==> src/core/opmode_pkg.sv <==
// Constants, types and carriers of the operating-mode controller.
// Assumes a single 40 MHz clock and an external SPI frame decoder.
package opmode_pkg;

   // ---------------------------------------------------------------
   // Timing
   // ---------------------------------------------------------------
   localparam int CLK_PERIOD_NS    = 25;
   localparam int STRAP_FILTER_NS  = 1000;
   localparam int STRAP_FILTER_CYC = (STRAP_FILTER_NS + CLK_PERIOD_NS - 1) / CLK_PERIOD_NS;
   localparam int TEST_FILTER_NS   = 1000;
   localparam int TEST_FILTER_CYC  = (TEST_FILTER_NS + CLK_PERIOD_NS - 1) / CLK_PERIOD_NS;

   // ---------------------------------------------------------------
   // Recovery frames and mode codes
   // ---------------------------------------------------------------
   localparam logic [7:0]  CRC_ON_ADDR  = 8'h67;
   localparam logic [7:0]  CRC_ON_CHK   = 8'h0e;
   localparam logic [7:0]  CRC_OFF_ADDR = 8'he7;
   localparam logic [7:0]  CRC_OFF_CHK  = 8'hc3;
   localparam logic [15:0] RECOV_DATA   = 16'haaaa;
   localparam int          RW_BIT       = 7;
   localparam logic [1:0]  REQ_NORMAL   = 2'h0;
   localparam logic [1:0]  REQ_SLEEP    = 2'h1;
   localparam logic [1:0]  REQ_STOP     = 2'h2;
   localparam logic [1:0]  REQ_SOFT_RST = 2'h3;

   // ---------------------------------------------------------------
   // Reset values
   // ---------------------------------------------------------------
   localparam logic CRC_EN_RST   = 1'b0;
   localparam logic STRAP_RST    = 1'b1;
   localparam logic TEST_PIN_RST = 1'b1;

   // ---------------------------------------------------------------
   // Types
   // ---------------------------------------------------------------
   typedef enum logic [2:0] {
      MODE_INIT    = 3'b000,
      MODE_NORMAL  = 3'b001,
      MODE_STOP    = 3'b010,
      MODE_SLEEP   = 3'b011,
      MODE_RESTART = 3'b100
   } mode_t;

   typedef enum logic [1:0] {
      KIND_OTHER  = 2'b00,
      KIND_MODE   = 2'b01,
      KIND_WD_REF = 2'b10,
      KIND_STATUS = 2'b11
   } frame_kind_t;

   typedef struct packed {
      logic        valid;
      logic [7:0]  addr_rw;
      logic [15:0] data;
      logic [7:0]  check;
      frame_kind_t kind;
   } frame_t;

   typedef struct packed {
      logic       wd_en;
      logic       hs_en;
      logic       bridge_en;
      logic       pump_en;
      logic       amp_en;
      logic       lin_on;
      logic       lin_wake;
      logic       cs_en;
      logic [1:0] cs_src;
      logic       cw_en;
      logic       cw_src;
   } cfg_t;

   typedef struct packed {
      logic       main_reg_on;
      logic       wd_en;
      logic       wd_fixed;
      logic       hs_en;
      logic       bridge_en;
      logic       ls_brake;
      logic       pump_en;
      logic       amp_en;
      logic       lin_on;
      logic       lin_wake;
      logic       cs_en;
      logic [1:0] cs_src;
      logic       cw_en;
      logic       cw_src;
   } enables_t;

endpackage

==> src/core/pin_filter.sv <==
// Three-stage pin synchroniser with a stability filter.
// Assumes an asynchronous pin level and the block clock.
`timescale 1ns/1ps
module pin_filter #(
   parameter int   CYCLES = 4,
   parameter logic INIT   = 1'b1
) (
   input  wire logic clk,
   input  wire logic reset_n,
   input  wire logic pin,
   output logic      filt
);
   localparam int CW = $clog2(CYCLES + 1);

   logic [2:0]    sync;
   logic [2:0]    next_sync;
   logic [CW-1:0] cnt;
   logic [CW-1:0] next_cnt;
   logic          next_filt;

   // ---------------------------------------------------------------
   // Filter
   // ---------------------------------------------------------------
   always_comb begin
      next_sync = {sync[1:0], pin};
      next_cnt  = '0;
      next_filt = filt;
      if (sync[1] == sync[2] && sync[2] != filt) begin
         if (cnt == CW'(CYCLES - 1)) begin
            next_filt = sync[2];
         end else begin
            next_cnt = cnt + CW'(1);
         end
      end
   end

   always_ff @(posedge clk or negedge reset_n) begin
      if (!reset_n) begin
         sync <= {3{INIT}};
         cnt  <= '0;
         filt <= INIT;
      end else begin
         sync <= next_sync;
         cnt  <= next_cnt;
         filt <= next_filt;
      end
   end
endmodule

==> src/core/operating_mode_controller.sv <==
// Operating-mode controller: mode state, enables, CRC strap, frame filter.
// Assumes an SPI decoder on clk that classifies frames and holds registers.
`timescale 1ns/1ps
module operating_mode_controller #(
   parameter int STRAP_CYC = opmode_pkg::STRAP_FILTER_CYC,
   parameter int TEST_CYC  = opmode_pkg::TEST_FILTER_CYC
) (
   input  wire logic                 clk,
   input  wire logic                 reset_n,
   input  wire logic                 main_reg_ok,
   input  wire logic                 por_flag,
   input  wire logic                 reset_out_level,
   input  wire logic                 restart_req,
   input  wire logic                 crc_strap_pin,
   input  wire logic                 int_test_pin,
   input  wire opmode_pkg::frame_t   frame,
   input  wire logic                 crc_mismatch,
   input  wire logic                 fault_clear,
   input  wire opmode_pkg::cfg_t     cfg,
   input  wire logic                 park_brake_req,
   input  wire logic                 ov_brake_req,
   input  wire logic [3:0]           wake_events,
   input  wire logic [3:0]           wake_mask,
   output opmode_pkg::mode_t         mode,
   output opmode_pkg::enables_t      en,
   output logic                      crc_en,
   output logic                      sdm,
   output logic                      spi_fault,
   output logic                      write_accept,
   output logic                      soft_reset,
   output logic                      wd_start,
   output logic                      int_req
);
   opmode_pkg::mode_t next_mode;
   opmode_pkg::cfg_t  frozen;
   opmode_pkg::cfg_t  next_frozen;
   logic              next_crc_en;
   logic              next_sdm;
   logic              next_fault;
   logic              next_accept;
   logic              next_soft;
   logic              next_wd_start;
   logic              from_pu;
   logic              next_from_pu;
   logic              rst_q;
   logic              next_rst_q;
   logic              eval_q;
   logic              next_eval;
   logic              strap_filt;
   logic              test_filt;
   logic              is_write;
   logic              rst_rise;
   logic              eval_ok;
   logic              stop_allowed;
   logic              frm_on;
   logic              frm_off;
   logic [1:0]        req;

   // ---------------------------------------------------------------
   // Pin filters
   // ---------------------------------------------------------------
   pin_filter #(.CYCLES(STRAP_CYC), .INIT(opmode_pkg::STRAP_RST)) u_strap (
      .clk     (clk),
      .reset_n (reset_n),
      .pin     (crc_strap_pin),
      .filt    (strap_filt)
   );

   pin_filter #(.CYCLES(TEST_CYC), .INIT(opmode_pkg::TEST_PIN_RST)) u_test (
      .clk     (clk),
      .reset_n (reset_n),
      .pin     (int_test_pin),
      .filt    (test_filt)
   );

   // ---------------------------------------------------------------
   // Decode
   // ---------------------------------------------------------------
   assign is_write = frame.valid && frame.addr_rw[opmode_pkg::RW_BIT];
   assign req      = frame.data[1:0];
   assign rst_rise = reset_out_level && !rst_q;
   assign eval_ok  = ((mode == opmode_pkg::MODE_INIT && from_pu) ||
                      mode == opmode_pkg::MODE_RESTART) &&
                     main_reg_ok && por_flag && !reset_out_level;
   assign frm_on   = frame.valid && frame.addr_rw == opmode_pkg::CRC_ON_ADDR &&
                     frame.data == opmode_pkg::RECOV_DATA &&
                     frame.check == opmode_pkg::CRC_ON_CHK;
   assign frm_off  = frame.valid && frame.addr_rw == opmode_pkg::CRC_OFF_ADDR &&
                     frame.data == opmode_pkg::RECOV_DATA &&
                     frame.check == opmode_pkg::CRC_OFF_CHK;
   assign stop_allowed = frame.kind == opmode_pkg::KIND_WD_REF ||
                         frame.kind == opmode_pkg::KIND_STATUS ||
                         (frame.kind == opmode_pkg::KIND_MODE &&
                          (req == opmode_pkg::REQ_NORMAL ||
                           req == opmode_pkg::REQ_SOFT_RST));

   // ---------------------------------------------------------------
   // Mode, CRC and write filter
   // ---------------------------------------------------------------
   always_comb begin
      next_mode     = mode;
      next_accept   = 1'b0;
      next_soft     = 1'b0;
      next_fault    = spi_fault;
      next_crc_en   = crc_en;
      next_sdm      = sdm;
      next_from_pu  = from_pu;
      next_rst_q    = reset_out_level;
      next_eval     = eval_ok;
      next_wd_start = rst_rise && mode == opmode_pkg::MODE_INIT;
      next_frozen   = frozen;
      if (fault_clear) begin
         next_fault = 1'b0;
      end
      unique case (mode)
         opmode_pkg::MODE_INIT, opmode_pkg::MODE_NORMAL: begin
            if (mode == opmode_pkg::MODE_NORMAL) begin
               next_frozen = cfg;
            end
            if (is_write) begin
               next_accept = 1'b1;
               if (frame.kind == opmode_pkg::KIND_MODE) begin
                  unique case (req)
                     opmode_pkg::REQ_NORMAL:   next_mode = opmode_pkg::MODE_NORMAL;
                     opmode_pkg::REQ_SLEEP:    next_mode = opmode_pkg::MODE_SLEEP;
                     opmode_pkg::REQ_STOP:     next_mode = opmode_pkg::MODE_STOP;
                     opmode_pkg::REQ_SOFT_RST: begin
                        next_mode = opmode_pkg::MODE_INIT;
                        next_soft = 1'b1;
                     end
                  endcase
               end
            end
         end
         opmode_pkg::MODE_STOP: begin
            if (is_write) begin
               if (stop_allowed) begin
                  next_accept = 1'b1;
                  if (frame.kind == opmode_pkg::KIND_MODE) begin
                     if (req == opmode_pkg::REQ_SOFT_RST) begin
                        next_mode = opmode_pkg::MODE_INIT;
                        next_soft = 1'b1;
                     end else begin
                        next_mode = opmode_pkg::MODE_NORMAL;
                     end
                  end
               end else begin
                  next_fault = 1'b1;
               end
            end
         end
         opmode_pkg::MODE_SLEEP: begin
         end
         opmode_pkg::MODE_RESTART: begin
            if (rst_rise) begin
               next_mode = opmode_pkg::MODE_NORMAL;
            end
         end
         default: begin
            next_mode = opmode_pkg::MODE_INIT;
         end
      endcase
      if (restart_req) begin
         next_mode = opmode_pkg::MODE_RESTART;
      end
      if (mode != opmode_pkg::MODE_INIT) begin
         next_from_pu = 1'b0;
      end
      if (rst_rise && eval_q) begin
         next_crc_en = !strap_filt;
      end else if (mode == opmode_pkg::MODE_NORMAL && crc_mismatch) begin
         if (frm_on) begin
            next_crc_en = 1'b1;
         end else if (frm_off) begin
            next_crc_en = 1'b0;
         end
      end
      if (mode == opmode_pkg::MODE_INIT && from_pu && main_reg_ok && por_flag &&
          reset_out_level && !test_filt && frame.valid) begin
         next_sdm = 1'b1;
      end
   end

   always_ff @(posedge clk or negedge reset_n) begin
      if (!reset_n) begin
         mode         <= opmode_pkg::MODE_INIT;
         crc_en       <= opmode_pkg::CRC_EN_RST;
         sdm          <= 1'b0;
         spi_fault    <= 1'b0;
         write_accept <= 1'b0;
         soft_reset   <= 1'b0;
         wd_start     <= 1'b0;
         from_pu      <= 1'b1;
         rst_q        <= 1'b0;
         eval_q       <= 1'b0;
         frozen       <= '0;
      end else begin
         mode         <= next_mode;
         crc_en       <= next_crc_en;
         sdm          <= next_sdm;
         spi_fault    <= next_fault;
         write_accept <= next_accept;
         soft_reset   <= next_soft;
         wd_start     <= next_wd_start;
         from_pu      <= next_from_pu;
         rst_q        <= next_rst_q;
         eval_q       <= next_eval;
         frozen       <= next_frozen;
      end
   end

   // ---------------------------------------------------------------
   // Function enables
   // ---------------------------------------------------------------
   always_comb begin
      en          = '0;
      en.ls_brake = (mode == opmode_pkg::MODE_STOP || mode == opmode_pkg::MODE_SLEEP) &&
                    (park_brake_req || ov_brake_req);
      unique case (mode)
         opmode_pkg::MODE_INIT: begin
            en.main_reg_on = 1'b1;
            en.wd_en       = reset_out_level;
            en.wd_fixed    = 1'b1;
            en.lin_on      = sdm;
         end
         opmode_pkg::MODE_NORMAL: begin
            en.main_reg_on = 1'b1;
            en.wd_en       = cfg.wd_en;
            en.hs_en       = cfg.hs_en;
            en.bridge_en   = cfg.bridge_en;
            en.pump_en     = cfg.pump_en;
            en.amp_en      = cfg.amp_en;
            en.lin_on      = cfg.lin_on;
            en.lin_wake    = cfg.lin_wake;
            en.cs_en       = cfg.cs_en;
            en.cs_src      = cfg.cs_src;
            en.cw_en       = cfg.cw_en;
            en.cw_src      = cfg.cw_src;
         end
         opmode_pkg::MODE_STOP: begin
            en.main_reg_on = 1'b1;
            en.wd_en       = frozen.wd_en;
            en.wd_fixed    = 1'b1;
            en.hs_en       = frozen.hs_en;
            en.lin_on      = frozen.lin_on;
            en.lin_wake    = frozen.lin_wake;
            en.cs_en       = frozen.cs_en;
            en.cs_src      = frozen.cs_src;
            en.cw_en       = frozen.cw_en;
            en.cw_src      = frozen.cw_src;
         end
         opmode_pkg::MODE_SLEEP: begin
            en.hs_en    = frozen.hs_en;
            en.lin_wake = frozen.lin_wake;
            en.cs_en    = frozen.cs_en;
            en.cs_src   = frozen.cs_src;
            en.cw_en    = frozen.cw_en;
            en.cw_src   = frozen.cw_src;
         end
         opmode_pkg::MODE_RESTART: begin
            en.main_reg_on = 1'b1;
         end
         default: begin
            en.main_reg_on = 1'b1;
         end
      endcase
   end

   assign int_req = (mode == opmode_pkg::MODE_STOP) && |(wake_events & wake_mask);
endmodule

==> config.mk <==
export PLATFORM = sky130hd
export DESIGN_NAME = operating_mode_controller
export DESIGN_NICKNAME = d
export VERILOG_FILES = /design/src/core/opmode_pkg.sv /design/src/core/pin_filter.sv /design/src/core/operating_mode_controller.sv
export SDC_FILE = /design/constraint.sdc
export NUM_CORES = 1
export LEC_CHECK = 0
export BUFFER_PORTS_ARGS = -buffer_cell sky130_fd_sc_hd__buf_2
export CORE_MARGIN = 10
export CORE_UTILIZATION = 43
export DETAILED_ROUTE_END_ITERATION = 12
export PLACE_DENSITY = 0.74
export SYNTH_ARGS = -nofsm -noshare
export SYNTH_HDL_FRONTEND = slang
export SYNTH_HIERARCHICAL = 1
export SYNTH_SLANG_ARGS = --single-unit
==> constraint.sdc <==
create_clock -name clk -period 1.56 [get_ports clk]
set_clock_uncertainty 0.05 [all_clocks]
set_input_delay 0.234 -clock clk [delete_from_list [all_inputs] [get_ports clk]]
set_output_delay 0.234 -clock clk [all_outputs]
set_load 0.005 [all_outputs]
==> results of run 1 <==
-- what timing repair did --
item	in CTS	in global routing
cloned	1	0
setup buffers	4	3
hold endpoints to repair	34	0
endpoints found under the setup margin	15	20
gates resized for setup	15	12
hold buffers	3	0
pin swaps	3	9
-- Yosys cell counts (all sizes together), types with 5 or more instances --
cell	instances	area, um2
nand2	12	45.0
nor2b	5	31.3
mux2	9	101
dfstp	9	236
dfrtp	32	801
clkbuf	5	18.8
nand3	6	40.0
a21oi	6	30.0
a22oi	9	67.6
nor2	27	101
ha	6	75.1
nor3	9	45.0
-- metal layers --
| metal | wire, um | up-vias | global-route usage [%] | part of all wire (%) |
|---|---|---|---|---|
| met1 | 2520 | 956 | 16.5 | 41 |
| met3 | 346 | 9 | 4.66 | 5.6 |
| met4 | 51 | 0 | 3.98 | 0.83 |
| met2 | 3210 | 54 | 24.6 | 52 |
| li1 | - | 987 | - | - |
| met5 | 0 | - | 0 | 0 |
-- how the worst max path moves through the flow --
stage | slack [ns] | end | cells past startpoint
2_1_floorplan | -0.004 | crc_en | 4
3_3_place_gp | -0.17 | crc_en | 7
3_5_place_dp | -0.19 | crc_en | 7
4_1_cts | -0.14 | int_req | 5
5_1_grt | -0.21 | en[6] | 6
6_report | -0.13 | int_req | 5
-- where the power goes --
part | internal, W | switching (W) | total [W]
sequential | 0.00122 | 0.0000869 | 0.00131
clock | 0.000311 | 0.000376 | 0.000687
combinational | 0.000388 | 0.000289 | 0.000677
total | 0.00192 | 0.000752 | 0.00267
-- layout make-up --
cell class                      count  area share, %
Clock buffer                        6           2.33
Inverter                            4          0.481
Timing Repair Buffer              123           24.8
Tap cell                           67           2.69
Clock inverter                      2          0.321
Multi-Input combinational cell    151           36.2
Sequential cell                    41           33.2
-- per-stage QoR --
stage / cell area (um2) / worst slack, ns / utilization [%] / cells / total power (W)
5_1_grt: 3120 / -0.207 / 65.2 / 394 / 0.00282
2_1_floorplan: 2150 / -0.00363 / - / 202 / 0.00161
4_1_cts: 3060 / -0.137 / 63.9 / 391 / 0.00266
3_5_place_dp: 2850 / -0.187 / 59.5 / 375 / 0.00192
6_report: 3120 / -0.132 / 65.2 / 394 / 0.00267
3_3_place_gp: 2850 / -0.172 / 59.5 / 375 / 0.00189
-- cell families (layout without fill, tap and decap cells) --
logic type,after synthesis,in the layout,synth area share [%]
and+or+nand+nor,91,91,24.7
AOI/OAI and AO/OA,37,37,13.6
xor gates and xnor gates,6,6,2.45
buffers and inverters,10,135,1.75
muxes,11,11,5.66
DFF,41,41,48.3
adders and majority gates,6,6,3.50
-- state kept, by name (all words and copies together), names as in the netlist, 3 cells and up --
signal / count
frozen: 9
mode: 3
u_strap/cnt: 6
u_strap/sync: 3
u_test/cnt: 6
u_test/sync: 3
-- worst max-delay path, stage by stage (launching register included) --
cell,delay (ns)
dfrtp_1,0.41
buf_6,0.13
nand2b_4,0.14
or2_4,0.23
a21oi_2,0.09
buf_2,0.12
==> run summary, run 1 <==
IO Port Bufs - 91
Tcrit/Tclk final - 108%
vias per cell - 5.09
clock period minus worst slack - 1.69 ns
Rows - 25
Crit path arrival time - 1.41 ns
footprint of the multi-input gates - 0.00113 mm2
Routed WL per cell - 15.5 um
Slew headroom - 68.9%
CTS tree - built
most frequent cells in the layout - buf_2 (88), dfrtp_1 (32), nor2_1 (24), buf_4 (20), nand2_1 (12)
Worst setup SP type - flop
Max Root-Sink Buffers - 2
worst reg2reg setup slack - 0.01 ns
TritonCTS Buffers - 5
ys async rst share - 100%
Detailed Routing Iterations Pass 1 - 4
hold path endpoint - rst_q
hold path start - reset_out_level
# fillers - 386
FF-to-FF path depth - 5
synthesized flop and latch total - 41
Total Routing Usage GR - 14.3%
unrepaired setup endpoints after global routing - true
max-cap violation count - 0
Max Slew Vio Count - 0
H-tree level count - 2
register area share after synthesis - 48.3%
Net Count, Synth - 275
Mapped Area - 0.00215 mm2
RePlAce Congestion - 0.768
Syn Inst Count - 202
initial DRC count - 74
ANT nets after route - 0
final setup margin - -0.132 ns
final hold vios - 0
Fmax - 0.591 GHz
Yosys cell types - 48
Lkg Pwr - 1.48 nW
# DRC - 0
CP Launch Point - mode[2]
Main synth FF type - dfrtp_1
Power Density - 857 mW/mm2
status - finished, violations left
required time worst endpoint - 1.28 ns
Worst Hold Depth - 1
ANT cells - 0
Crit Path Class - flop to output port
Setup Viol. Count Final - 14
worst hold margin - 0.0718 ns
Worst-path clk slew - 0.08 ns
Post-synth EDFFs - 0
Detail Placement HPWL - 4.49 mm
worst min path class - input port to flop
gr ovfl total - 0
Root Buffer - clkbuf_8
initial antenna violation count - 0
die area - 0.00822 mm2
Register Area - 0.00104 mm2
Top-Level Pins - 92
TritonCTS Sinks - 41
Vias - 2,006
die width - 90.6 um
clock latency on the worst-skew pair - 0.30 ns
initial core utilization - 44.8%
Area Overhead vs Synth - 45.4%
VDD IR max - 0.657 mV
Worst-Margin Slew - 0.462 ns
Synth Area per Inst - 10.6 um2
die height - 90.6 um
number of global-route vias before repair - 2,202
failing checks - setup timing
pin count of the biggest net entering global routing - 42
Critical Path Sink Type - output port
crit path max fanout - 3
most common cell after layout, fill and taps aside - buf_2
Routed WL - 6.12 mm
setup TNS - -1.05 ns
layout cell share with drive strength beyond 1 - 52.0%
R2R Path Start - mode[2]
Yosys warnings - 6
Nets - 399
Crit Reg-Reg Endpoint - sdm
first-pass GRT wire length - 9.92 mm
core region area - 0.00479 mm2
No activity file was read; power rests on OpenSTA's default activity.
==> inputs of run 2 (changes only) <==
- CTS_BUF_LIST: not set -> sky130_fd_sc_hd__clkbuf_16
- SLEW_MARGIN: not set -> 20
==> run 2 against run 1 <==
Effect of this change: the flow still finishes with violations (setup timing); utilization is 0.81 points higher; clock power is 45% higher; register-to-register slack hardly changed; first-iteration DRC count is 27% higher; sequential share of layout area is 0.41 points lower; global-route usage is 0.59 points higher; critical path depth stayed put; sequential power hardly changed; via count is 0.60% higher; count of clock-buffer cells in the layout is 1 lower; hold slack better by 0.015 ns; critical path type unchanged; critical endpoint unchanged; highest routed layer unchanged.
==> run summary, run 2 (same netlist as run 1, synthesis figures left out) <==
status - finished, violations left
failing checks - setup timing
Total Routing Usage GR - 14.9% (+0.59 points)
initial DRC count - 94 (+27%)
vias per cell - 5.15 (+1.1%)
Cell Chain, Critical Path - buf_6 -> nand2b_4 -> or2_4 -> a21oi_2 -> buf_2
met3 usage - 5.90% (+1.2 points)
IO Port Bufs - 91 (unchanged)
Max Root-Sink Buffers - 2 (unchanged)
Layout Utilization - 66.0% (+0.81 points)
initial antenna violation count - 0 (unchanged)
Area Overhead vs Synth - 47.2%
RePlAce Congestion - 0.768 (unchanged)
GR Layer Usage met1 - 17.1% (+0.60 points)
CP Launch Point - mode[2]
R2R Path Start - mode[1]
Rows - 25 (unchanged)
hold path start - reset_out_level
max-cap violation count - 0 (unchanged)
die width - 90.6 um (unchanged)
Setup Viol. Count Final - 14 (unchanged)
die height - 90.6 um (unchanged)
number of global-route vias before repair - 2,198 (-0.18%)
Top-Level Pins - 92 (unchanged)
final setup margin - -0.117 ns (+0.0157 ns)
TritonCTS Sinks - 41 (unchanged)
largest registers - frozen (9), u_strap/cnt (6), u_test/cnt (6)
pin count of the biggest net entering global routing - 42 (unchanged)
Vias - 2,018 (+0.60%)
initial core utilization - 44.8% (unchanged)
Detailed Routing Iterations Pass 1 - 4 (unchanged)
Lkg Pwr - 1.50 nW (+1.5%)
Critical Path Sink Type - output port
Worst path max stage delay - 0.40 ns (about the same)
unrepaired setup endpoints after global routing - true
TritonCTS Buffers - 5 (unchanged)
Worst-path clk slew - 0.06 ns (-0.02 ns)
worst min path class - input port to flop
Slew headroom - 67.1% (-1.8 points)
Worst setup SP type - flop
most common cell after layout, fill and taps aside - buf_2
clock period minus worst slack - 1.68 ns (-0.0157 ns)
Largest Register - frozen
required time worst endpoint - 1.28 ns (about the same)
Largest register FFs - 9 (unchanged)
CTS tree - built
VDD IR max - 0.613 mV (-6.7%)
first-pass GRT wire length - 10.2 mm (+3.3%)
met2 Resource Use GR - 25.7% (+1.1 points)
most frequent cells in the layout - buf_2 (89), dfrtp_1 (32), nor2_1 (24), buf_4 (17), nand2_1 (12)
Nets - 397 (-0.50%)
layout cell share with drive strength beyond 1 - 51.7% (-0.30 points)
gr ovfl total - 0 (unchanged)
peak-usage layer in the global routing report - met2
Routed WL - 6.20 mm (+1.2%)
Max Slew Vio Count - 0 (unchanged)
post-placement cell count - 375 (unchanged)
H-tree level count - 2 (unchanged)
ANT cells - 0 (unchanged)
Post-Layout Cell Count - 392 (-0.51%)
core region area - 0.00479 mm2 (unchanged)
Detail Placement HPWL - 4.49 mm (unchanged)
crit path max fanout - 3 (unchanged)
# DRC - 0 (unchanged)
Crit Path Class - flop to output port
Root Buffer - clkbuf_16
die area - 0.00822 mm2 (unchanged)
clock latency on the worst-skew pair - 0.28 ns (-0.02 ns)
Slowest-stage cell, CP - dfrtp_1
Tcrit/Tclk final - 107% (-1.0 points)
Power Density - 940 mW/mm2 (+9.7%)
ANT nets after route - 0 (unchanged)
Crit path arrival time - 1.39 ns (-0.02 ns)
Routed WL per cell - 15.8 um (+1.7%)
setup TNS - -0.735 ns (+0.318 ns)
Worst-Margin Slew - 0.489 ns (+0.0271 ns)
Fmax - 0.596 GHz (+0.94%)
final hold vios - 0 (unchanged)
run 2: cell count changes in the layout (fill, tap and decap cells not counted):
cell | before | now
clkbuf_16 | 0 | 5
clkbuf_8 | 5 | 0
buf_4 | 20 | 17
buf_2 | 88 | 89
clkbuf_1 | 1 | 0
inv_1 | 4 | 5
run 2: final cells by class:
type                       instances  area, um2
timing repair buffer             121        756
clock inverter                     3       13.8
multi-input combinational        151       1130
clock buffer                       5        125
sequential                        41       1040
inverter                           4       15.0
tap                               67       83.8
fill                             382       1630
run 2: worst paths after layout:
path / end / slack [ns] / cells after the start
worst max-delay path: int_req / -0.12 / 5
worst min-delay path: rst_q / 0.09 / 1
worst max register to register: crc_en / 0.02 / 4
worst min register to register: u_test/sync[1] / 0.32 / 0
max in group asynchronous: u_test/sync[1] / 0.79 / 3
min in group asynchronous: u_strap/cnt[4] / 0.40 / 3
run 2: timing repair:
action                                  4_1_cts  5_1_grt
endpoints found under the setup margin       15       19
setup buffers                                 4        1
pin swaps                                     2        9
gates cloned                                  1        0
resized for setup                            15       11
hold buffers                                  3        0
endpoints found under the hold margin        34        0
run 2: layer usage:
| metal | up-vias | share of wire, % |
|---|---|---|
| met4 | 0 | 0.61 |
| met1 | 966 | 41 |
| met3 | 8 | 6.6 |
| met5 | - | 0 |
| li1 | 987 | - |
| met2 | 57 | 52 |
run 2: power by group:
| group | leakage (nW) | internal [W] | total (W) | switching (W) |
|---|---|---|---|---|
| registers | 0.513 | 0.00123 | 0.00131 | 0.0000883 |
| logic | 0.910 | 0.000378 | 0.000662 | 0.000284 |
| clock network | 0.0748 | 0.000581 | 0.000993 | 0.000413 |
| total | 1.50 | 0.00218 | 0.00297 | 0.000785 |
run 2: stage by stage:
stage | worst slack [ns] | area, um2 | hold slack [ns] | total power (W)
after floorplan | -0.00363 | 2150 | -0.112 | 0.00161
after global placement | -0.172 | 2850 | 0.172 | 0.00189
after detailed placement | -0.187 | 2850 | 0.172 | 0.00192
after CTS | -0.114 | 3110 | 0.0817 | 0.00296
after global routing | -0.166 | 3160 | 0.0787 | 0.00313
final | -0.117 | 3160 | 0.0872 | 0.00297
run 2: worst max-delay path: cells and delay by family, from the launching register on:
kind | cells | cell delay (ns)
buf+inv | 2 | 0.25
simple gates | 2 | 0.36
flops | 1 | 0.40
compound gates | 1 | 0.10
